==> src/rtl/srx_pkg.sv <==
// Purpose: Shared constants and types for the subroutine return executor.
// Assumes: One instruction cycle is four clock periods, one per phase.
// Notes:   Opcode patterns and field positions for both return instructions.
package srx_pkg;

	localparam int          SRX_IW        = 14;
	localparam int          SRX_PCW       = 13;
	localparam int          SRX_DW        = 8;
	localparam int          SRX_PHASES    = 4;
	localparam int          SRX_LIT_LSB   = 0;
	localparam int          SRX_OPC_LSB   = 10;
	localparam logic [3:0]  SRX_LIT_OPC   = 4'hD;
	localparam logic [13:0] SRX_RET_WORD  = 14'h0_008;
	localparam logic [7:0]  SRX_ACC_RST   = 8'h00;
	localparam logic [12:0] SRX_PC_RST    = 13'h0_000;
	localparam logic [13:0] SRX_IR_RST    = 14'h0_000;

	typedef enum logic [1:0] {
		SRX_Q1,
		SRX_Q2,
		SRX_Q3,
		SRX_Q4
	} srx_phase_t;

	typedef enum logic [1:0] {
		SRX_EX_IDLE,
		SRX_EX_LIT,
		SRX_EX_RET,
		SRX_EX_NOP
	} srx_exec_t;

endpackage

==> src/rtl/srx_phase_if.sv <==
// Purpose: Carries the instruction cycle phase from the sequencer to the executor.
// Assumes: Both ends run on the same clock.
// Notes:   Phase changes once every clock.
`timescale 1ns/1ps
interface srx_phase_if
	import srx_pkg::*;
	();
	srx_phase_t phase;
	logic       cycle_end;

	modport gen (output phase, output cycle_end);
	modport use_side (input phase, input cycle_end);
endinterface

==> src/rtl/srx_return_exec.sv <==
// Purpose: Decodes and executes the plain return and the literal return.
// Assumes: The fetch stage holds instr_word and instr_valid for a whole cycle.
// Notes:   Write-back outputs are one-phase pulses in the fourth phase of the first cycle; flush_q is high for the whole second cycle.
//
// How it works
// - Literal return opcode writes its 8-bit immediate into the accumulator.
// - Literal return pops the stack and loads the popped address into PC.
// - Literal return is one word, two cycles; write and pop in phase four.
// - Plain return opcode pops the stack into PC, accumulator left unchanged.
// - Plain return is one word, two cycles; pop happens in phase four.
// - After a PC change the second cycle is a no-operation, fetch discarded.
// - Each instruction cycle is four clock periods: decode, read, operate, write.
`timescale 1ns/1ps
module srx_return_exec
	import srx_pkg::*;
#(
	parameter int IW  = SRX_IW,
	parameter int PCW = SRX_PCW
)
(
	// Clock and reset.
	input  wire logic           clk,
	input  wire logic           rst_b,
	// From the fetch stage.
	input  wire logic           instr_valid,
	input  wire logic [IW-1:0]  instr_word,
	// From the return stack.
	input  wire logic [PCW-1:0] stack_top_entry,
	// To the accumulator.
	output logic                acc_we_q,
	output logic [SRX_DW-1:0]   acc_data_q,
	// To the stack and program counter.
	output logic                stack_pop_q,
	output logic                pc_load_q,
	output logic [PCW-1:0]      pc_data_q,
	// To fetch and status.
	output logic                flush_q,
	output logic                status_we_q,
	output logic [1:0]          phase_q
);

	// Refuse widths that the decode and the address path cannot serve.
	if (IW != SRX_IW || PCW < 1 || PCW > 16) begin : g_bad_width
		$error("srx_return_exec: unsupported word or address width");
	end

	srx_phase_if ph ();

	srx_phase_gen u_phase (
		.clk   (clk),
		.rst_b (rst_b),
		.ph    (ph)
	);

	srx_exec_t         ex_q;
	srx_exec_t         ex_d;
	logic [IW-1:0]     ir_q;
	logic [SRX_DW-1:0] lit_q;
	logic              is_lit;
	logic              is_ret;

	// ----------------------------------------
	// Decode
	// ----------------------------------------
	assign is_lit = (instr_word[IW-1:SRX_OPC_LSB] == SRX_LIT_OPC);
	assign is_ret = (instr_word == SRX_RET_WORD);

	// The second cycle ignores the word already fetched.
	always_comb begin
		ex_d = ex_q;
		case (ex_q)
			SRX_EX_IDLE: begin
				if (ph.phase == SRX_Q1 && instr_valid) begin
					if (is_lit) begin
						ex_d = SRX_EX_LIT;
					end else if (is_ret) begin
						ex_d = SRX_EX_RET;
					end
				end
			end
			SRX_EX_LIT, SRX_EX_RET: begin
				if (ph.cycle_end) begin
					ex_d = SRX_EX_NOP;
				end
			end
			SRX_EX_NOP: begin
				if (ph.cycle_end) begin
					ex_d = SRX_EX_IDLE;
				end
			end
			default: ex_d = SRX_EX_IDLE;
		endcase
	end

	always_ff @(posedge clk) begin
		if (!rst_b) begin
			ex_q <= SRX_EX_IDLE;
		end else begin
			ex_q <= ex_d;
		end
	end

	// ----------------------------------------
	// Instruction and literal capture
	// ----------------------------------------
	always_ff @(posedge clk) begin
		if (!rst_b) begin
			ir_q <= SRX_IR_RST;
		end else if (ex_q == SRX_EX_IDLE && ph.phase == SRX_Q1 && instr_valid) begin
			ir_q <= instr_word;
		end
	end

	always_ff @(posedge clk) begin
		if (!rst_b) begin
			lit_q <= SRX_ACC_RST;
		end else if (ex_q == SRX_EX_LIT && ph.phase == SRX_Q2) begin
			lit_q <= ir_q[SRX_LIT_LSB +: SRX_DW];
		end
	end

	// ----------------------------------------
	// Write-back pulses, high during the fourth phase
	// ----------------------------------------
	always_ff @(posedge clk) begin
		if (!rst_b) begin
			acc_we_q   <= 1'b0;
			acc_data_q <= SRX_ACC_RST;
		end else begin
			acc_we_q <= (ex_q == SRX_EX_LIT && ph.phase == SRX_Q3);
			if (ex_q == SRX_EX_LIT && ph.phase == SRX_Q3) begin
				acc_data_q <= lit_q;
			end
		end
	end

	always_ff @(posedge clk) begin
		if (!rst_b) begin
			stack_pop_q <= 1'b0;
			pc_load_q   <= 1'b0;
			pc_data_q   <= PCW'(SRX_PC_RST);
		end else begin
			stack_pop_q <= (ex_q == SRX_EX_LIT || ex_q == SRX_EX_RET)
				&& ph.phase == SRX_Q3;
			pc_load_q   <= (ex_q == SRX_EX_LIT || ex_q == SRX_EX_RET)
				&& ph.phase == SRX_Q3;
			if ((ex_q == SRX_EX_LIT || ex_q == SRX_EX_RET) && ph.phase == SRX_Q3) begin
				pc_data_q <= stack_top_entry;
			end
		end
	end

	always_ff @(posedge clk) begin
		if (!rst_b) begin
			flush_q <= 1'b0;
		end else begin
			flush_q <= (ex_d == SRX_EX_NOP);
		end
	end

	// Status flags are never written by either return.
	always_ff @(posedge clk) begin
		if (!rst_b) begin
			status_we_q <= 1'b0;
		end else begin
			status_we_q <= 1'b0;
		end
	end

	always_ff @(posedge clk) begin
		if (!rst_b) begin
			phase_q <= 2'(SRX_Q1);
		end else begin
			phase_q <= 2'(ph.phase);
		end
	end

	// ----------------------------------------
	// Checks
	// ----------------------------------------
	property p_lit_acc;
		@(posedge clk) disable iff (!rst_b)
		(ex_q == SRX_EX_LIT && ph.phase == SRX_Q3) |=>
			acc_we_q && acc_data_q == $past(ir_q[SRX_DW-1:0]);
	endproperty
	a_lit_acc: assert property (p_lit_acc) else $error("literal not written");

	property p_lit_pop;
		@(posedge clk) disable iff (!rst_b)
		(ex_q == SRX_EX_LIT && ph.phase == SRX_Q3) |=>
			stack_pop_q && pc_load_q && pc_data_q == $past(stack_top_entry);
	endproperty
	a_lit_pop: assert property (p_lit_pop) else $error("literal return no pop");

	property p_lit_cycles;
		@(posedge clk) disable iff (!rst_b)
		(ex_q == SRX_EX_LIT && ph.phase == SRX_Q4) |=>
			(ex_q == SRX_EX_NOP)[*4] ##1 (ex_q == SRX_EX_IDLE);
	endproperty
	a_lit_cycles: assert property (p_lit_cycles) else $error("literal cycles");

	property p_ret_pop;
		@(posedge clk) disable iff (!rst_b)
		(ex_q == SRX_EX_RET && ph.phase == SRX_Q3) |=>
			pc_load_q && stack_pop_q && !acc_we_q && pc_data_q == $past(stack_top_entry);
	endproperty
	a_ret_pop: assert property (p_ret_pop) else $error("return pop wrong");

	property p_ret_cycles;
		@(posedge clk) disable iff (!rst_b)
		(ex_q == SRX_EX_RET && ph.phase == SRX_Q4) |->
			stack_pop_q ##1 (ex_q == SRX_EX_NOP && !stack_pop_q)[*4];
	endproperty
	a_ret_cycles: assert property (p_ret_cycles) else $error("return timing");

	property p_nop;
		@(posedge clk) disable iff (!rst_b)
		(ex_q == SRX_EX_NOP) |-> flush_q && !acc_we_q && !stack_pop_q && !pc_load_q;
	endproperty
	a_nop: assert property (p_nop) else $error("second cycle not idle");

	property p_phase;
		@(posedge clk) disable iff (!rst_b)
		(ph.phase == SRX_Q1) |=> (ph.phase == SRX_Q2) ##1 (ph.phase == SRX_Q3)
			##1 (ph.phase == SRX_Q4) ##1 (ph.phase == SRX_Q1);
	endproperty
	a_phase: assert property (p_phase) else $error("phase order broken");

	property p_flags;
		@(posedge clk) disable iff (!rst_b)
		(ex_q != SRX_EX_IDLE) |-> !status_we_q;
	endproperty
	a_flags: assert property (p_flags) else $error("status written");

endmodule

==> src/rtl/srx_phase_gen.sv <==
// Purpose: Steps the four phases of each instruction cycle.
// Assumes: One phase per clock period.
// Notes:   Reset starts a fresh cycle at the first phase.
`timescale 1ns/1ps
module srx_phase_gen
	import srx_pkg::*;
(
	// Clock and reset.
	input  wire logic     clk,
	input  wire logic     rst_b,
	// Phase out.
	srx_phase_if.gen      ph
);

	srx_phase_t phase_q;

	// ----------------------------------------
	// Phase sequencer
	// ----------------------------------------
	always_ff @(posedge clk) begin
		if (!rst_b) begin
			phase_q <= SRX_Q1;
		end else begin
			case (phase_q)
				SRX_Q1:  phase_q <= SRX_Q2;
				SRX_Q2:  phase_q <= SRX_Q3;
				SRX_Q3:  phase_q <= SRX_Q4;
				SRX_Q4:  phase_q <= SRX_Q1;
				default: phase_q <= SRX_Q1;
			endcase
		end
	end

	assign ph.phase     = phase_q;
	assign ph.cycle_end = (phase_q == SRX_Q4);

endmodule

==> config.mk <==
export PLATFORM = sky130hd
export DESIGN_NAME = srx_return_exec
export DESIGN_NICKNAME = d
export VERILOG_FILES = /design/src/rtl/srx_pkg.sv /design/src/rtl/srx_phase_if.sv /design/src/rtl/srx_return_exec.sv /design/src/rtl/srx_phase_gen.sv
export SDC_FILE = /design/constraint.sdc
export NUM_CORES = 1
export LEC_CHECK = 0
export BUFFER_PORTS_ARGS = -buffer_cell sky130_fd_sc_hd__clkbuf_2
export CAP_MARGIN = 10
export CORE_MARGIN = 2
export CORE_UTILIZATION = 45
export CTS_CLUSTER_SIZE = 30
export DETAILED_ROUTE_END_ITERATION = 6
export HOLD_SLACK_MARGIN = 0.06
export PLACE_DENSITY_LB_ADDON = 0.12
export SLEW_MARGIN = 0
export SYNTH_ARGS = -nofsm -noshare
export SYNTH_HDL_FRONTEND = slang
export SYNTH_SLANG_ARGS = --single-unit
==> constraint.sdc <==
create_clock -name clk -period 1.8 [get_ports clk]
set_clock_uncertainty 0.1 [all_clocks]
set_input_delay 0 -clock clk [delete_from_list [all_inputs] [get_ports clk]]
set_output_delay 0 -clock clk [all_outputs]
set_load 0.1 [all_outputs]
==> flow_summary.yaml <==
placement:
  placement.cell_area_um2: 2256
  place_worst_setup_slack_ns: 0.07881
  place.detailed.hpwl_um: 2712
  port_buffer_count: 56
  rd_place_congestion: 0.8683
  numPlacedInstances: 311
sta:
  setup_repair_after_global_routing_missed_its_margin: "false"
  worst_case_setup_margin_in_the_final_layout_ns: 0.1179
  hold_viol_final: 0
  tightest_slew_ns: 0.5460
  slew_violations: 0
  fin_worst_hold_slack_ns: 0.07370
  fmax_ghz: 0.5945
  period_share_pct: 93.45
  finalCriticalPeriod_ns: 1.682
  timing.slew.headroom_pct: 63.75
  setup_viol: 0
  fin_setup_tns_ns: 0
grt:
  grt.busiest_layer: "met2"
  grtUsageMet2_pct: 27.14
  maximum_number_of_pins_on_one_net_before_global_route_repair: 26
  grtUsageTotal_pct: 17.53
  grt_first_pass_wirelength_um: 6831
  grt_antenna_before_repair: 0
  overall_overflow_remaining_after_global_route: 0
  grtUsageMet3_pct: 5.378
  grt_pass1_vias: 1464
  grt.met1_usage_pct: 22.96
power_and_ir_drop:
  finalPower_mw: 2.710
  total_leakage_power_nw: 1.116
  power_per_cell_area_nw_per_um2: 1050
  largest_vdd_supply_drop_uv: 567.3
floorplanning:
  row_count: 23
  floorplan.die_area_um2: 4816
  core_um2: 4058
  die_height_um: 69.40
  start_util_pct: 47.43
  design.portCount: 58
  chipWidth_um: 69.40
detailed_routing:
  drtIter0Drc: 45
  num_vias: 1630
  detailedRoute.firstPassIterationCount: 4
  drc: 0
  ant_nets: 0
  wl_per_cell_um: 11.75
  drt-vias-per-instance: 4.766
  routed_wire_length_um: 4017
cts:
  cts-htree-levels: 2
  clock_insertion_delay_worst_skew_ns: 0.29
  tritoncts: "built"
  numCtsBuffers: 5
  clk_transition_reported_paths_ns: 0.08
  cts-root-buf: "sky130_fd_sc_hd__clkbuf_8"
  cts-root-to-sink-buffers: 2
  post_cts_setup_buffers: 0
  cts.sink_count: 46
critical_path:
  worst_ep_required_ns: 1.88
  crit_buf_inv: 1
  timing.critical_path.from_type: "register"
  cp_data_arrival_time_ns: 1.76
  critPathTopFamily: "compound AO/OA/AOI/OAI gates"
  cpPeakStageDelay_ns: 0.38
  r2r-start: "u_phase.ph.phase[1]$_SDFF_PN0_"
  cp_max_fo: 4
  timing_worst_setup_path_type: "register to register"
  cp_cell_sequence: "inv_1 > ha_1 > and3b_1 > a41o_1 > a211oi_2 > nor3b_2"
  launching_instance_or_port_of_the_critical_path: "u_phase.ph.phase[1]$_SDFF_PN0_"
  setup.worst_path.end_class: "register"
  worst_path_max_delay_cell: "sky130_fd_sc_hd__dfxtp_1"
status:
  status: "finished clean"
logic_synthesis:
  main_combinational_cell_family_by_area_after_synthesis: "simple AND/OR/NAND/NOR gates"
  dominantRegCellSynth: "sky130_fd_sc_hd__dfxtp_1"
  syn-instance-count: 211
  post_synth_mux_area_share_pct: 4.161
  synth_area_um2: 1924
  async_reset_ff_share_pct: 0
  synth.ff_latch_count: 46
  mappedNetlistNets: 250
  netlist.area_leader.share_pct: 47.85
  post_synth_xor_area_fraction_pct: 0
  synth_simple_gate_area_share_pct: 22.82
  post-synth-top-area-cell: "sky130_fd_sc_hd__dfxtp_1"
  post_synth_fa_ha_maj_area_fraction_pct: 5.852
  ys_top_cells_by_area: "sky130_fd_sc_hd__dfxtp_1 (48%), sky130_fd_sc_hd__a21boi_0 (11%), sky130_fd_sc_hd__nand2_1 (9.0%)"
  synth.yosys.seq_area_share_pct: 47.85
  yosys_warnings: 0
  synth_edf_count: 0
  synthDistinctLibCells: 31
  syn_area_per_cell_um2: 9.120
  synth_compound_gate_area_share_pct: 15.02
cells_and_area:
  mostFrequentLayoutCell: "sky130_fd_sc_hd__clkbuf_2"
  flow.area_growth_from_synthesis_pct: 34.07
  drive_above_1_share_pct: 26.03
  final_nets: 330
  fin_util_pct: 63.58
  layout_common_cells: "sky130_fd_sc_hd__clkbuf_2 (56), sky130_fd_sc_hd__nand2_1 (46), sky130_fd_sc_hd__dfxtp_1 (45)"
  layout.cell_area.non_filler_um2: 2580
  antenna_cells_inserted: 0
  finish.cell_count_without_fillers: 342
hold_path:
  hold_path.startpoint: "instr_word[10]"
  hold_class: "input port to register"
job:
  maxCapViolations: 0
==> power by group <==
group | total [mW] | switching, mW | internal, mW
registers | 1.17 | 0.0584 | 1.11
logic | 0.905 | 0.598 | 0.307
clock network | 0.638 | 0.329 | 0.310
==> cells in the mapped netlist, types with 2 or more instances <==
master and count:
sky130_fd_sc_hd__a21boi_0 29, sky130_fd_sc_hd__and2_1 4, sky130_fd_sc_hd__and3_1 2, sky130_fd_sc_hd__buf_2 3
sky130_fd_sc_hd__buf_4 2, sky130_fd_sc_hd__clkbuf_1 7, sky130_fd_sc_hd__dfxtp_1 46, sky130_fd_sc_hd__ha_1 9
sky130_fd_sc_hd__inv_1 6, sky130_fd_sc_hd__mux2i_1 8, sky130_fd_sc_hd__nand2_1 46, sky130_fd_sc_hd__nand3_1 17
sky130_fd_sc_hd__nor2_1 4, sky130_fd_sc_hd__nor2b_1 8, sky130_fd_sc_hd__nor3_1 2, sky130_fd_sc_hd__nor4_1 2
sky130_fd_sc_hd__o21a_1 2
==> final cells by class <==
class	instances	area, µm²
inverter	6	22.52
tap	50	62.56
clock inverter	1	5.005
fill	357	1478
sequential	46	922.1
timing repair buffer	85	555.5
multi-input combinational	147	925.9
clock buffer	7	86.33
==> worst paths after layout <==
path / depth (start not counted) / slack [ns] / endpoint
max reg2reg: 6 / 0.12 / flush_q$_SDFF_PN0_
max: 6 / 0.12 / flush_q$_SDFF_PN0_
min: 5 / 0.07 / ex_q[1]$_SDFF_PN0_
min reg2reg: 2 / 0.36 / pc_data_q[5]$_SDFFE_PN0P_
==> cell families after synthesis <==
family	after synthesis
AO/OA/AOI/OAI	38
adder cells (fa/ha/maj)	9
buffers and inverters	18
flip-flops	46
multiplexers	8
other	1
AND/OR/NAND/NOR	91
==> flip-flops by register name, indices dropped and copies added, names as in the netlist <==
signal and flops:
u_phase.ph.phase 2, pc_load_q 1, acc_data_q 8, flush_q 1
pc_data_q 13, lit_q 8, ex_q 2, phase_q 2
acc_we_q 1, ir_q 8
==> worst reg2reg max path, stage by stage, from the launching register on <==
cell,delay [ns]
sky130_fd_sc_hd__dfxtp_1,0.38
sky130_fd_sc_hd__inv_1,0.09
sky130_fd_sc_hd__ha_1,0.21
sky130_fd_sc_hd__and3b_1,0.20
sky130_fd_sc_hd__a41o_1,0.30
sky130_fd_sc_hd__a211oi_2,0.22
sky130_fd_sc_hd__nor3b_2,0.07
==> per-layer routing <==
metal	up-vias	share of wire [%]
met3	8	4.5
met2	39	45
met1	719	49
met4	0	1.5
met5	-	0
li1	864	-
==> repair_timing <==
item | 4_1_cts | 5_1_grt
setup endpoints to repair | 0 | 16
resized for setup | 0 | 2
hold endpoints to repair | 23 | 0
hold buffers | 23 | 0
No activity file was read; power rests on OpenSTA's default activity.
